### src/hw/ext_irq_pkg.sv
/*
  Constants for the external interrupt front-end: register word indices,
  field positions, reset values and sequence timing.
  Assumes a 32-bit classic Wishbone slave port, byte address = 4 * index.
*/
package ext_irq_pkg;

    // ========================================================
    // Register word indices (byte address is four times these)
    localparam logic [8:0] IDX_CPU_CONTROL    = 9'h035;
    localparam logic [8:0] IDX_EXT_IRQ_FLAG   = 9'h03c;
    localparam logic [8:0] IDX_EXT_IRQ_MASK   = 9'h03d;
    localparam logic [8:0] IDX_SENSE_CONTROL  = 9'h069;
    localparam logic [8:0] IDX_PC_MASK_LOWER  = 9'h06b;
    localparam logic [8:0] IDX_PC_MASK_UPPER  = 9'h06c;

    // ========================================================
    // Field positions
    localparam int UNLOCK_BIT     = 0;
    localparam int SELECT_BIT     = 1;
    localparam int DEDICATED_BIT  = 0;
    localparam int LOWER_BIT      = 4;
    localparam int UPPER_BIT      = 5;
    localparam int SENSE_LO_BIT   = 0;
    localparam int SENSE_HI_BIT   = 1;

    // ========================================================
    // Reset values
    localparam logic [7:0] MASK_RESET   = 8'h00;
    localparam logic [1:0] SENSE_RESET  = 2'h0;
    localparam logic [7:0] PC_RESET     = 8'h00;

    // ========================================================
    // Sense modes of the dedicated pin
    typedef enum logic [1:0]
    {
        SENSE_LOW_LEVEL = 2'h0,
        SENSE_ANY_EDGE  = 2'h1,
        SENSE_FALLING   = 2'h2,
        SENSE_RISING    = 2'h3
    } sense_mode_t;

    // ========================================================
    // Relocation sequence
    localparam int         UNLOCK_CYCLES = 4;
    localparam logic [2:0] UNLOCK_LOAD   = 3'(UNLOCK_CYCLES - 1);

    typedef enum logic [2:0]
    {
        SEQ_IDLE   = 3'b001,
        SEQ_WINDOW = 3'b010,
        SEQ_HOLD   = 3'b100
    } seq_state_t;

endpackage

### src/hw/ext_irq_and_vector_select.sv
/*
  External interrupt front-end with protected vector-base relocation.
  Holds the vector relocation control, the dedicated pin sensing and two
  eight-pin change groups, all reached over classic Wishbone (32-bit).
  Assumes pins are synchronous to clk_i, the core reports its global
  enable, vector entries and instruction completion as inputs.
*/
// Design decision made here: the Wishbone slave port.
`timescale 1ns/1ns

module ext_irq_and_vector_select
    import ext_irq_pkg::*;
#(
    parameter int ADDR_W = 12
)
(
    // Clock and reset
    input  wire logic              clk_i,
    input  wire logic              rst_i,
    // Wishbone slave
    input  wire logic              cyc_i,
    input  wire logic              stb_i,
    input  wire logic              we_i,
    input  wire logic [ADDR_W-1:0] adr_i,
    input  wire logic [3:0]        sel_i,
    input  wire logic [31:0]       dat_i,
    output logic      [31:0]       dat_o,
    output logic                   ack_o,
    // Core status
    input  wire logic              global_irq_enable_i,
    input  wire logic              exec_in_boot_i,
    input  wire logic              instr_done_i,
    input  wire logic              app_section_lock_i,
    input  wire logic              boot_section_lock_i,
    // Vector entry acknowledges
    input  wire logic              dedicated_entry_i,
    input  wire logic              upper_entry_i,
    input  wire logic              lower_entry_i,
    // External pins
    input  wire logic              dedicated_ext_irq_i,
    input  wire logic [15:0]       pin_change_inputs_i,
    // Interrupt requests and control
    output logic                   dedicated_irq_req_o,
    output logic                   pin_change_irq_upper_o,
    output logic                   pin_change_irq_lower_o,
    output logic                   irq_block_o,
    output logic                   vector_base_select_o,
    output logic                   wake_o
);

    // ========================================================
    // Parameter check
    initial
    begin
        if (ADDR_W < 9)
            $error("ADDR_W too small for the register map");
    end

    // ========================================================
    // Bus decode
    logic [ADDR_W-3:0] word_idx;
    logic              fire;
    logic              wr_fire;
    logic              lane0_wr;
    logic              hit_ctl;
    logic              hit_flag;
    logic              hit_mask;
    logic              hit_sense;
    logic              hit_pcl;
    logic              hit_pcu;

    // Request taken at the edge where ack is high
    assign word_idx  = adr_i[ADDR_W-1:2];
    assign fire      = cyc_i && stb_i && ack_o;
    assign wr_fire   = fire && we_i;
    assign lane0_wr  = wr_fire && sel_i[0];
    assign hit_ctl   = (word_idx == (ADDR_W-2)'(IDX_CPU_CONTROL));
    assign hit_flag  = (word_idx == (ADDR_W-2)'(IDX_EXT_IRQ_FLAG));
    assign hit_mask  = (word_idx == (ADDR_W-2)'(IDX_EXT_IRQ_MASK));
    assign hit_sense = (word_idx == (ADDR_W-2)'(IDX_SENSE_CONTROL));
    assign hit_pcl   = (word_idx == (ADDR_W-2)'(IDX_PC_MASK_LOWER));
    assign hit_pcu   = (word_idx == (ADDR_W-2)'(IDX_PC_MASK_UPPER));

    // ========================================================
    // Registers
    logic [7:0]  mask_reg;
    logic [1:0]  sense_reg;
    logic [7:0]  pcl_reg;
    logic [7:0]  pcu_reg;
    logic        select_reg;
    logic        dflag_reg;
    logic        uflag_reg;
    logic        lflag_reg;
    seq_state_t  seq_reg;
    logic [2:0]  cnt_reg;

    // Mask, sense and pin masks
    always_ff @(posedge clk_i)
    begin
        if (rst_i)
        begin
            mask_reg  <= MASK_RESET;
            sense_reg <= SENSE_RESET;
            pcl_reg   <= PC_RESET;
            pcu_reg   <= PC_RESET;
        end
        else if (lane0_wr)
        begin
            if (hit_mask)
            begin
                mask_reg <= MASK_RESET;
                mask_reg[UPPER_BIT]     <= dat_i[UPPER_BIT];
                mask_reg[LOWER_BIT]     <= dat_i[LOWER_BIT];
                mask_reg[DEDICATED_BIT] <= dat_i[DEDICATED_BIT];
            end
            if (hit_sense)
                sense_reg <= dat_i[SENSE_HI_BIT:SENSE_LO_BIT];
            if (hit_pcl)
                pcl_reg <= dat_i[7:0];
            if (hit_pcu)
                pcu_reg <= dat_i[7:0];
        end
    end

    // ========================================================
    // Vector relocation sequence
    logic unlock_wr;
    logic sel_wr;
    logic unlock_bit;

    // Unlock write, or a select write inside the window
    assign unlock_wr  = lane0_wr && hit_ctl && dat_i[UNLOCK_BIT];
    assign sel_wr     = lane0_wr && hit_ctl && !dat_i[UNLOCK_BIT]
                        && (seq_reg == SEQ_WINDOW);
    assign unlock_bit = (seq_reg == SEQ_WINDOW);

    // Window counts four cycles, select write ends it early
    always_ff @(posedge clk_i)
    begin
        if (rst_i)
        begin
            seq_reg <= SEQ_IDLE;
            cnt_reg <= 3'h0;
        end
        else
        begin
            case (seq_reg)
                SEQ_IDLE:
                begin
                    if (unlock_wr)
                    begin
                        seq_reg <= SEQ_WINDOW;
                        cnt_reg <= UNLOCK_LOAD;
                    end
                end
                SEQ_WINDOW:
                begin
                    if (sel_wr)
                        seq_reg <= SEQ_HOLD;
                    else if (unlock_wr)
                        cnt_reg <= UNLOCK_LOAD;
                    else if (cnt_reg == 3'h0)
                        seq_reg <= SEQ_IDLE;
                    else
                        cnt_reg <= cnt_reg - 3'h1;
                end
                SEQ_HOLD:
                begin
                    if (instr_done_i)
                        seq_reg <= SEQ_IDLE;
                end
                default:
                    seq_reg <= SEQ_IDLE;
            endcase
        end
    end

    // Select only changes through the protected sequence
    always_ff @(posedge clk_i)
    begin
        if (rst_i)
            select_reg <= 1'b0;
        else if (sel_wr)
            select_reg <= dat_i[SELECT_BIT];
    end

    assign vector_base_select_o = select_reg;

    // ========================================================
    // Interrupt blocking
    logic seq_block;
    logic sect_block;

    // Block from the unlock cycle on; global enable is only read
    assign seq_block  = unlock_wr || (seq_reg != SEQ_IDLE);
    assign sect_block =
        (select_reg && app_section_lock_i && !exec_in_boot_i)
        || (!select_reg && boot_section_lock_i && exec_in_boot_i);
    assign irq_block_o = seq_block || sect_block;

    // ========================================================
    // Dedicated pin sampling and edge detection
    logic pin_cur;
    logic pin_prev;
    logic edge_evt;
    logic rise;
    logic fall;

    // Two samples of the pin, pins read regardless of direction
    always_ff @(posedge clk_i)
    begin
        if (rst_i)
        begin
            pin_cur  <= 1'b1;
            pin_prev <= 1'b1;
        end
        else
        begin
            pin_cur  <= dedicated_ext_irq_i;
            pin_prev <= pin_cur;
        end
    end

    assign rise = pin_cur && !pin_prev;
    assign fall = !pin_cur && pin_prev;

    // Edge event by sense mode
    always_comb
    begin
        case (sense_mode_t'(sense_reg))
            SENSE_ANY_EDGE: edge_evt = rise || fall;
            SENSE_FALLING:  edge_evt = fall;
            SENSE_RISING:   edge_evt = rise;
            default:        edge_evt = 1'b0;
        endcase
    end

    // ========================================================
    // Pin-change sampling
    logic [15:0] pc_cur;
    logic [15:0] pc_prev;
    logic [7:0]  chg_lower;
    logic [7:0]  chg_upper;

    always_ff @(posedge clk_i)
    begin
        if (rst_i)
        begin
            pc_cur  <= 16'h0000;
            pc_prev <= 16'h0000;
        end
        else
        begin
            pc_cur  <= pin_change_inputs_i;
            pc_prev <= pc_cur;
        end
    end

    // Masked toggles per group
    assign chg_lower = (pc_cur[7:0] ^ pc_prev[7:0]) & pcl_reg;
    assign chg_upper = (pc_cur[15:8] ^ pc_prev[15:8]) & pcu_reg;

    // ========================================================
    // Flags: set wins over any clear
    logic flag_wr;

    assign flag_wr = lane0_wr && hit_flag;

    always_ff @(posedge clk_i)
    begin
        if (rst_i)
        begin
            dflag_reg <= 1'b0;
            uflag_reg <= 1'b0;
            lflag_reg <= 1'b0;
        end
        else
        begin
            if (sense_reg == SENSE_LOW_LEVEL)
                dflag_reg <= 1'b0;
            else if (edge_evt)
                dflag_reg <= 1'b1;
            else if (dedicated_entry_i
                     || (flag_wr && dat_i[DEDICATED_BIT]))
                dflag_reg <= 1'b0;
            if (|chg_upper)
                uflag_reg <= 1'b1;
            else if (upper_entry_i || (flag_wr && dat_i[UPPER_BIT]))
                uflag_reg <= 1'b0;
            if (|chg_lower)
                lflag_reg <= 1'b1;
            else if (lower_entry_i || (flag_wr && dat_i[LOWER_BIT]))
                lflag_reg <= 1'b0;
        end
    end

    // ========================================================
    // Requests to the core
    logic level_low;
    logic gate;

    assign level_low = (sense_reg == SENSE_LOW_LEVEL) && !pin_cur;
    assign gate      = global_irq_enable_i && !irq_block_o;

    // Level request lasts only while the pin stays low
    assign dedicated_irq_req_o = gate && mask_reg[DEDICATED_BIT]
        && (level_low || dflag_reg);
    assign pin_change_irq_upper_o = gate && mask_reg[UPPER_BIT]
        && uflag_reg;
    assign pin_change_irq_lower_o = gate && mask_reg[LOWER_BIT]
        && lflag_reg;

    // Clockless wake: raw pin against held samples
    assign wake_o =
        (mask_reg[DEDICATED_BIT] && (sense_reg == SENSE_LOW_LEVEL)
         && !dedicated_ext_irq_i)
        || (mask_reg[UPPER_BIT]
            && |((pin_change_inputs_i[15:8] ^ pc_cur[15:8]) & pcu_reg))
        || (mask_reg[LOWER_BIT]
            && |((pin_change_inputs_i[7:0] ^ pc_cur[7:0]) & pcl_reg));

    // ========================================================
    // Bus answer: one wait cycle, zero for unmapped words
    logic [7:0] rd_byte;

    always_comb
    begin
        rd_byte = 8'h00;
        if (hit_ctl)
        begin
            rd_byte[SELECT_BIT] = select_reg;
            rd_byte[UNLOCK_BIT] = unlock_bit;
        end
        else if (hit_flag)
        begin
            rd_byte[UPPER_BIT]     = uflag_reg;
            rd_byte[LOWER_BIT]     = lflag_reg;
            rd_byte[DEDICATED_BIT] = dflag_reg;
        end
        else if (hit_mask)
            rd_byte = mask_reg;
        else if (hit_sense)
            rd_byte = {6'h00, sense_reg};
        else if (hit_pcl)
            rd_byte = pcl_reg;
        else if (hit_pcu)
            rd_byte = pcu_reg;
    end

    always_ff @(posedge clk_i)
    begin
        if (rst_i)
        begin
            ack_o <= 1'b0;
            dat_o <= 32'h0000_0000;
        end
        else
        begin
            ack_o <= cyc_i && stb_i && !ack_o;
            dat_o <= {24'h00_0000, rd_byte};
        end
    end
endmodule

### config.mk
export PLATFORM = sky130hd
export DESIGN_NAME = ext_irq_and_vector_select
export DESIGN_NICKNAME = d
export VERILOG_FILES = /design/src/hw/ext_irq_pkg.sv /design/src/hw/ext_irq_and_vector_select.sv
export SDC_FILE = /design/constraint.sdc
export NUM_CORES = 1
export LEC_CHECK = 0
export ABC_AREA = 1
export BUFFER_PORTS_ARGS = -buffer_cell sky130_fd_sc_hd__buf_4
export CORE_ASPECT_RATIO = 0.9
export CORE_MARGIN = 4
export CORE_UTILIZATION = 46
export CTS_CLUSTER_SIZE = 25
export DETAILED_ROUTE_END_ITERATION = 6
export PLACE_DENSITY = 0.76
export REMOVE_ABC_BUFFERS = 1
export SETUP_SLACK_MARGIN = 0.05
export SKIP_CTS_REPAIR_TIMING = 1
export SYNTH_ARGS = -nofsm -noshare
export SYNTH_HDL_FRONTEND = slang
export SYNTH_SLANG_ARGS = --single-unit
### constraint.sdc
create_clock -name clk_i -period 1.29 [get_ports clk_i]
set_input_delay 0.1935 -clock clk_i [delete_from_list [all_inputs] [get_ports clk_i]]
set_output_delay 0.1935 -clock clk_i [all_outputs]
set_load 0.03 [all_outputs]
# Word level (Yosys, flattened, before mapping)
# Index checks and enable logic that the tools add are counted.
# classes
muxes	26
reduce_logical	68
n_eq_ne	19
bitwise	8
addsub	1
# op_table
cell	n
AND 8 bit	4
two-way mux 8 bit	4
OR reduction 8 bit	4
bitwise XOR 8 bit	4
logical AND 1 bit	31
equality test 10 x 6 -> 1 bit (second input constant)	3
equality test 10 x 7 -> 1 bit (second input constant)	3
two-way mux 3 bit	9
logical OR 1 bit	10
case mux 3 bit (3 select lines)	1
logical NOT 1 bit	8
two-way mux 1 bit	8
AND reduction 2 bit	4
AND reduction 4 bit	2
nonzero test 2 bit	4
!= test 2 bit (second input constant)	3
!= test 3 bit (second input constant)	2
case mux 3 bit (2 select lines)	1
equality test 2 bit (second input constant)	2
two-way mux 2 bit	2
OR reduction 2 bit	2
equality test 3 x 1 -> 1 bit (second input constant)	1
equality test 3 x 2 -> 1 bit (second input constant)	1
equality test 3 bit (second input constant)	1
8 further kinds	8
# totals
in_bits	78
reg_bits	98
word_cells	141
out_inout_bits	39

# Longest topological paths before layout
# Gate-level depths: netlist of run 1.
# depth
ltp_word	12
mapped_depth	11
ltp_nobuf	11

# Worst setup path after synthesis of run 1
# No wires, ideal clock.
# synth_path
path_kind	reg-to-output
start	reg ack_o
end	out dedicated_irq_req_o
path_buffers	0
arrival_time_ns	1.705
required_time_ns	1.097
path_slack_ns	-0.609
path_stages_with_launch	8
cell_sequence	dfxtp_1 > nand3_1 > nor2_4 > nand3_2 > nand2_2 > inv_1 > nand4_1 > nor3_1
# synth_via
elab_chain_cells	11
# synth_rtl
item	line	rtl
start, declared	ext_irq_and_vector_select.sv:28	output logic ack_o,
start signal, assigned	ext_irq_and_vector_select.sv:359	ack_o <= cyc_i && stb_i && !ack_o;
logical AND 1 bit	ext_irq_and_vector_select.sv:74	assign fire = cyc_i && stb_i && ack_o;
logical AND 1 bit	ext_irq_and_vector_select.sv:75	assign wr_fire = fire && we_i;
logical AND 1 bit	ext_irq_and_vector_select.sv:76	assign lane0_wr = wr_fire && sel_i[0];
logical AND 1 bit (2 in a row)	ext_irq_and_vector_select.sv:132	assign unlock_wr = lane0_wr && hit_ctl && dat_i[UNLOCK_BIT];
logical OR 1 bit	ext_irq_and_vector_select.sv:195	assign seq_block = unlock_wr || (seq_reg != SEQ_IDLE);
logical OR 1 bit	ext_irq_and_vector_select.sv:199	assign irq_block_o = seq_block || sect_block;
logical NOT 1 bit	ext_irq_and_vector_select.sv:303	assign gate = global_irq_enable_i && !irq_block_o;
logical AND 1 bit	ext_irq_and_vector_select.sv:303	
logical AND 1 bit	ext_irq_and_vector_select.sv:306	assign dedicated_irq_req_o = gate && mask_reg[DEDICATED_BIT]
logical AND 1 bit	ext_irq_and_vector_select.sv:307	&& (level_low || dflag_reg);
end, declared	ext_irq_and_vector_select.sv:43	output logic dedicated_irq_req_o,
# No other way between the ends.

# Worst setup path in the final report of run 1
# layout_path
start	reg seq_reg[0]
end	out pin_change_irq_upper_o
# layout_via
elab_chain_cells	7
# layout_rtl
item	line	rtl
start, declared	ext_irq_and_vector_select.sv:94	seq_state_t seq_reg;
start signal, assigned	ext_irq_and_vector_select.sv:142	seq_reg <= SEQ_IDLE;
start signal, assigned	ext_irq_and_vector_select.sv:152	seq_reg <= SEQ_WINDOW;
start signal, assigned	ext_irq_and_vector_select.sv:159	seq_reg <= SEQ_HOLD;
!= test 3 x 1 -> 1 bit	ext_irq_and_vector_select.sv:195	
logical OR 1 bit	ext_irq_and_vector_select.sv:195	
logical OR 1 bit	ext_irq_and_vector_select.sv:199	
logical NOT 1 bit	ext_irq_and_vector_select.sv:303	
logical AND 1 bit	ext_irq_and_vector_select.sv:303	
logical AND 1 bit	ext_irq_and_vector_select.sv:308	assign pin_change_irq_upper_o = gate && mask_reg[UPPER_BIT]
logical AND 1 bit	ext_irq_and_vector_select.sv:309	&& uflag_reg;
end, declared	ext_irq_and_vector_select.sv:44	output logic pin_change_irq_upper_o,
# No other way between the ends.

==> run summary, run 1 <==
The min-delay analysis places its worst path in the category input pin to flop. Data on the critical path arrives at its endpoint at 1680 ps. The tools report the root buffer cell as sky130_fd_sc_hd__clkbuf_8.

The run finished, with violations left. In the routed layout, each cell is associated on average with a via count of 5.047. From bottom edge to top edge, the die measures 91.79 microns.

The endpoint with the worst hold slack was pin_cur. The count of yosys warnings during synthesis was 0. Synthesis handed over a netlist of 504 instances.

The category of the worst setup path capture point is an output port. For this run the aggregate overflow at the end of global routing stands at 0. The post-route clock period utilization was 1.453; the number of flops mapped to enable cells by yosys was 0. The critical path in this run is classified as flop to output port. The run gives 3431 as the via count of the first global-routing pass. TritonCTS built the clock tree. In the layout the commonest cells are sky130_fd_sc_hd__buf_4, sky130_fd_sc_hd__nor2_1, sky130_fd_sc_hd__nand2_1. The count of nets after finishing is 726, and the total CTS buffers is 9. Number of synthesized register bits: 74. The CTS clock-pin slew for the worst setup and hold paths is 80 ps. The data required time at the worst endpoint was 1100 ps; the floorplan die width was 101.1 microns.

Once detailed placement completed, the half-perimeter wirelength came to 7123 microns. The first-pass iteration count of the detailed router is 5, and the number of levels the H-tree was split into is 3. The first global-routing pass estimated 15290 microns of wire. For this design the static power due to leakage is 2.369 nW. Clock skew on the completed layout was measured at 15.58 ps. The number of library cell types mapped by synthesis was 37; the largest voltage drop on the vdd net was 0.5389 mV. The maximum net fanout on the critical path works out to 3.

Setup repair after global routing could not meet its margin everywhere. Setup slack on the worst reg-to-reg path comes out at -260 ps. Port buffering added 63 buffers.

The detailed router placed 3760 vias in this run. The endpoint identified for the worst register-to-register timing path is seq_reg[0]. The number of design-rule violations left by the first detailed-router iteration was 365; the share of synthesized registers carrying an async set or reset was 0. The library cell used most frequently in the layout, excluding fill and tap cells, is sky130_fd_sc_hd__buf_4. The area growth from synthesis to layout is 43.20%. The number of antenna diodes in the final layout is 0. Clock tree synthesis found a total of 74 sinks. Counting cells, the worst reg-to-reg path comes to 11. The startpoint identified for the worst hold timing path is dedicated_ext_irq_i. The checks that failed: setup timing. After detailed routing, the average wire length per cell comes to 14.24 microns.

Power comes to 4.976 mW. The total track usage is 0.2054, and the synthesized area per cell is 7.120 sq um. The worst setup margin is -585.0 ps, and the time the worst path needs with I/O delays and setup is 1875 ps. In this run the cell area of the synthesized design comes to 0.003588 sq mm.

The end-of-flow core utilization came out at 0.6777. The startpoint identified for the worst register-to-register timing path is ack_o. For the worst-skew pair, the clock arrives at the later sink with an insertion delay of 370 ps. The number of stages on the worst hold path came out at 3.

The logs give 2 for the clock tree buffer depth and 0.4128 for the sequential fraction of the synthesis area. The maximum frequency from static timing analysis was 0.5333 GHz; the final-report setup violation count was 35. For this run, design rule violations remaining after detail routing come to 0.

The die covers 0.009280 sq mm. Dividing total power by cell area gives a power density of 968.3 mW/mm^2. Row generation in the floorplan step produced 30 rows.

The tool flagged a number of max-cap violations equal to 0. The largest registers in the layout are pc_cur: 16 flops, pc_prev: 16 flops. For the initial antenna violation count, the log shows 0. Final RePlAce weighted congestion: 0.9013. STA classifies the critical path startpoint as a flop. Entering global routing, the biggest net connects 32 pins.

The boundary pin count is 117. The count of nets left with antenna violations once routing finished came out at 0. The final wirelength was 10610 microns. The ratio of cells with drive above 1 in the final layout came out at 0.3498. The hold violation total from the final report came out at 0. Among all flip-flop cells after synthesis, the most frequent one is sky130_fd_sc_hd__dfxtp_1. The final count of pins violating max slew came out at 0. The run gives 0.007582 sq mm as the total core area.

The tools report the starting density of the core as 0.4733.
## layout make-up
| type | count | area [sq um] |
|---|---|---|
| sequential | 74 | 1489 |
| fill | 597 | 2444 |
| inverter | 77 | 301.5 |
| tap | 96 | 120.1 |
| timing repair buffer | 137 | 1102 |
| clock buffer | 10 | 137.6 |
| multi-input combinational | 345 | 1923 |
| clock inverter | 6 | 65.06 |
## logic make-up after synthesis
logic type	share of synthesized area
and+or+nand+nor	0.2758
DFF	0.4128
AOI/OAI and AO/OA	0.1451
xor gates and xnor gates	0.009765
other	0.001045
buffers and inverters	0.1416
adders and majority gates	0.01395
## stage by stage
step	TNS, ps	hold slack, ps	worst slack [ps]	cell area (sq um)	std cells
global route	-9745	44.53	-729.1	5139	745
detailed placement	-5793	400.5	-245.6	4537	719
global placement	-4605	396.7	-264.9	4537	719
finish	-7472	23.81	-585.0	5139	745
floorplan	-5588	262.6	-608.7	3456	495
CTS	-4346	18.06	-621.2	4740	735
## metal layers
metal | vias up | wire length (microns) | GRT usage
li1 | 1858 | - | -
met1 | 1700 | 4348 | 0.2693
met2 | 177 | 5182 | 0.3230
met3 | 25 | 799 | 0.05095
met4 | 0 | 277 | 0.07973
met5 | - | 0 | 0
## synthesized netlist by cell type (6+ instances only)
cell	number	area [sq um]
sky130_fd_sc_hd__dfxtp_1	74	1481
sky130_fd_sc_hd__nand2_1	74	277.8
sky130_fd_sc_hd__nor2_1	73	274.0
sky130_fd_sc_hd__inv_1	71	266.5
sky130_fd_sc_hd__a21oi_1	45	225.2
sky130_fd_sc_hd__o21ai_0	41	205.2
sky130_fd_sc_hd__nand3_1	25	125.1
sky130_fd_sc_hd__buf_4	24	180.2
sky130_fd_sc_hd__nand4_1	9	56.30
sky130_fd_sc_hd__nor3_1	8	40.04
sky130_fd_sc_hd__clkbuf_1	6	22.52
sky130_fd_sc_hd__inv_2	6	22.52
## report_power, final
part	leakage [nW]	internal, mW	total (mW)	switching (mW)
Sequential	0.605	2.35	2.39	0.0424
Combinational	1.66	0.288	0.714	0.426
Clock	0.103	0.949	1.87	0.919
## worst max-delay path, stage by stage, from the launching register on
cell                      delay [ps]
sky130_fd_sc_hd__dfxtp_2         340
sky130_fd_sc_hd__inv_2            50
sky130_fd_sc_hd__nor3_4          180
sky130_fd_sc_hd__nand2_2          90
sky130_fd_sc_hd__inv_2            60
sky130_fd_sc_hd__nand4_1         190
sky130_fd_sc_hd__nor2_1          220
sky130_fd_sc_hd__buf_4           190
## how the worst max path moves through the flow
stage	endpoint	start	cells past startpoint	slack (ps)
global placement	dedicated_irq_req_o	adr_i[6]	11	-260
CTS	dedicated_irq_req_o	seq_reg[0]	7	-620
floorplan	dedicated_irq_req_o	ack_o	7	-610
global route	pin_change_irq_lower_o	seq_reg[0]	7	-730
finish	pin_change_irq_upper_o	seq_reg[0]	7	-580
detailed placement	dedicated_irq_req_o	adr_i[6]	11	-250
No activity file was read; power rests on OpenSTA's default activity.
==> run 2: changes to the inputs <==
--- a/config.mk
+++ b/config.mk
@@ -7,12 +7,15 @@
 export LEC_CHECK = 0
 export ABC_AREA = 1
 export BUFFER_PORTS_ARGS = -buffer_cell sky130_fd_sc_hd__buf_4
+export CELL_PAD_IN_SITES_DETAIL_PLACEMENT = 0
+export CELL_PAD_IN_SITES_GLOBAL_PLACEMENT = 2
 export CORE_ASPECT_RATIO = 0.9
 export CORE_MARGIN = 4
-export CORE_UTILIZATION = 46
+export CORE_UTILIZATION = 29
 export CTS_CLUSTER_SIZE = 25
 export DETAILED_ROUTE_END_ITERATION = 6
-export PLACE_DENSITY = 0.76
+export HOLD_SLACK_MARGIN = 0.06
+export PLACE_DENSITY = 0.84
 export REMOVE_ABC_BUFFERS = 1
 export SETUP_SLACK_MARGIN = 0.05
 export SKIP_CTS_REPAIR_TIMING = 1
==> constraint.sdc (replaced) <==
create_clock -name clk_i -period 2.45 [get_ports clk_i]
set_input_delay 0.3675 -clock clk_i [delete_from_list [all_inputs] [get_ports clk_i]]
set_output_delay 0.3675 -clock clk_i [all_outputs]
set_load 0.03 [all_outputs]
==> run summary, run 2 (synthesized netlist as in run 1, its figures left out) <==
The flow ran to the end, and the final reports show no timing, DRC or antenna violations. After detailed routing, the average wire length per cell comes to 12.53 microns. The fraction of power consumed by the clock network came out at 0.453. In this run the worst setup path begins at ack_o.

The HPWL after detailed placement is 7076 microns. The slowest stage cell on the critical path is sky130_fd_sc_hd__dfxtp_1. In this run the static leakage power is 1.975 nW.

Global routing finished with a remaining overflow of 0. For the final RePlAce weighted congestion, the log shows 0.8091. After clock tree synthesis, the clock-pin slew on the worst setup and hold paths is 60 ps.

VDD sags by at most 0.3802 mV. The starting density of the core is 0.2971. The largest registers in the layout are pc_cur: 16 flops, pc_prev: 16 flops.

Final-report setup violation count: 0. The critical path launch point type was a flop. Global-route met1 utilization: 0.1798.

The count of nets after finishing was 653. At the worst endpoint, the arrival time is 1750 ps. The instance count on the critical path came out at 8.

Grouping stages by cell kind, the critical path spends the most delay in simple AND/OR/NAND/NOR gates. Traced cell by cell, the critical path runs through nand3_1 > nor2_4 > nand3_2 > nand2_2 > inv_1 > nand4_1 > nor3_1 > buf_4. In this run the horizontal extent of the chip is 125.3 microns.

Dividing total power by cell area gives a power density of 642.3 mW/mm^2. After layout, the worst setup slack is 331.9 ps. The longest clock path from root to sink contains 2 buffers. The antenna cell count was 0; the post-route cell area was 0.004436 sq mm. Count of port buffers added during placement: 63. The global routing usage on met2 was 0.2085. For the boundary pin count, the log shows 117. The logs give 15030 microns for the first-pass GRT wire length and 0.01208 sq mm for the total core area. The run gives 74 as the clock sink total. The launching point of the worst reg2reg path was seq_reg[1]. The tools report the final wirelength as 9212 microns. In this run, the number of DRC markers left after iteration 0 of detailed routing was 142. The post-route clock period utilization is 0.8645, and the first-pass iteration count of the detailed router is 4.

The maximum frequency from static timing analysis is 0.4721 GHz, and the end-of-flow core utilization is 0.3673. The tools report the remaining max-slew budget at the tightest pin as 0.4810. The vertical die dimension came out at 113.5 microns. The total track usage is 0.1334. The met3 track demand over resource is 0.04775. The setup path with the least slack is of type flop to output port. The worst register-to-register path ends at cnt_reg[0].

The number of cells traversed by the worst register-to-register path is 8, and the post-placement worst setup slack is 316.3 ps. The switching portion of total power came out at 0.2440. The clock insertion delay at the later pin of the skew report is 330 ps. The top cell types in the final layout, fill and taps aside, are sky130_fd_sc_hd__nand2_1, sky130_fd_sc_hd__dfxtp_1, sky130_fd_sc_hd__nor2_1. The post-route total power is 2.849 mW.

After detailed routing, the number of vias per cell comes to 4.442. The maximum number of pins on one net before global-route repair was 45. Summed over all nets, the switching power comes to 695.3 uW. The detailed-route DRC error count was 0; the setup TNS was 0 ps. The cell row count was 38; the overall via count from detail_route was 3265. Setup repair after global routing left no endpoint under its margin.

The clock period could shrink to 2118 ps. Via count of the first global-routing pass: 3068. The post-synthesis to final-layout area growth works out to 23.61%. The logs give 1303 for the number of filler instances in the final layout and 0.01422 sq mm for the total die area. In this run the most critical hold path is launched from dedicated_ext_irq_i.

TritonCTS built the clock tree. Summing all placed instances gives a cell area of 0.004144 sq mm. The tools report the final count of pins violating max slew as 0. The worst path buffer plus inverter count was 2.

The logs give 2.154 mW for the internal power summed over all cells and 0 for the number of nets with antenna violations after routing. Internal reg-to-reg setup slack: 840 ps. Endpoint of the most critical setup path: dedicated_irq_req_o. Buffers inserted during clock tree synthesis total 9. The number of levels the H-tree was split into is 3.

For the pin with the worst max-slew slack, the measured transition is 777.6 ps. Across the routed clock network, the largest skew measured is 5.078 ps. The root buffer cell chosen for the clock tree is sky130_fd_sc_hd__clkbuf_16. Path type of the worst min-delay path: input pin to flop. In this run the worst path has a maximum fanout of 4. For this run, the slowest stage of the critical path takes 320 ps. The part of the total power dissipated in sequential elements was 0.443; the ratio of cells with drive above 1 in the final layout was 0.1826. The run gives 0 as the initial antenna violation count.

Most crowded layer after global routing: met2. The part of the power in combinational logic was 0.104; the hold violation total from the final report was 0. For the data required time at the worst endpoint, the log shows 2080 ps. The number of violations of the max-capacitance limit is 0. Category of the worst setup path capture point: an output port.
[run 2: changes by cell type in the layout (fill, tap and decap cells not counted), sizes merged]
cell | before | now
inv | 78 | 77
clkbuf | 10 | 12
clkinvlp | 1 | 0
buf | 137 | 65
nand2 | 79 | 78
clkinv | 3 | 2
[run 2: layout make-up]
class                   count  area, sq um  area share
well taps                 160        200.2     0.04513
clock buffers              12        246.5     0.05557
multi-input cells         344         1690      0.3811
repair buffers             65        488.0      0.1100
inverters                  77        289.0     0.06516
flip-flops and latches     74         1481      0.3340
clock inverters             3        40.04    0.009027
[run 2: per-layer routing]
layer	share of wire	vias to the layer above
met5	0	-
met4	0.0038	0
li1	-	1703
met3	0.051	2
met2	0.45	71
met1	0.50	1489
[run 2: worst min-delay path by stage]
stage | end | slack [ps] | depth (start not counted)
after global placement | pc_prev[8] | 450 | 2
final | pin_cur | 240 | 3
after global routing | pin_cur | 250 | 3
after detailed placement | pc_prev[3] | 450 | 2
after floorplan | pc_prev[11] | 430 | 2
after CTS | pin_cur | 230 | 3
[run 2: power groups by stage]
| stage | clock network, mW | registers, mW | logic (mW) |
|---|---|---|---|
| detailed placement | 0 | 1.29 | 0.297 |
| floorplan | 0 | 1.28 | 0.177 |
| CTS | 1.34 | 1.26 | 0.298 |
| global route | 1.39 | 1.27 | 0.334 |
| global placement | 0 | 1.29 | 0.294 |
| finish | 1.29 | 1.26 | 0.296 |
[run 2: metrics by stage]
step | hold slack, ps | std cells
after detailed placement | 449.4 | 720
after global routing | 245.8 | 735
after CTS | 227.0 | 735
after global placement | 445.9 | 720
after floorplan | 434.0 | 495
final | 237.1 | 735
[run 2: worst reg2reg max path: stages, from the launching register on]
cell and delay [ps]:
sky130_fd_sc_hd__dfxtp_1 340, sky130_fd_sc_hd__inv_1 60, sky130_fd_sc_hd__nor3_1 530, sky130_fd_sc_hd__nand2_1 190, sky130_fd_sc_hd__nand2_2 130, sky130_fd_sc_hd__nand3_4 90, sky130_fd_sc_hd__nand2_1 70, sky130_fd_sc_hd__nand2_1 40
sky130_fd_sc_hd__nor2_1 110
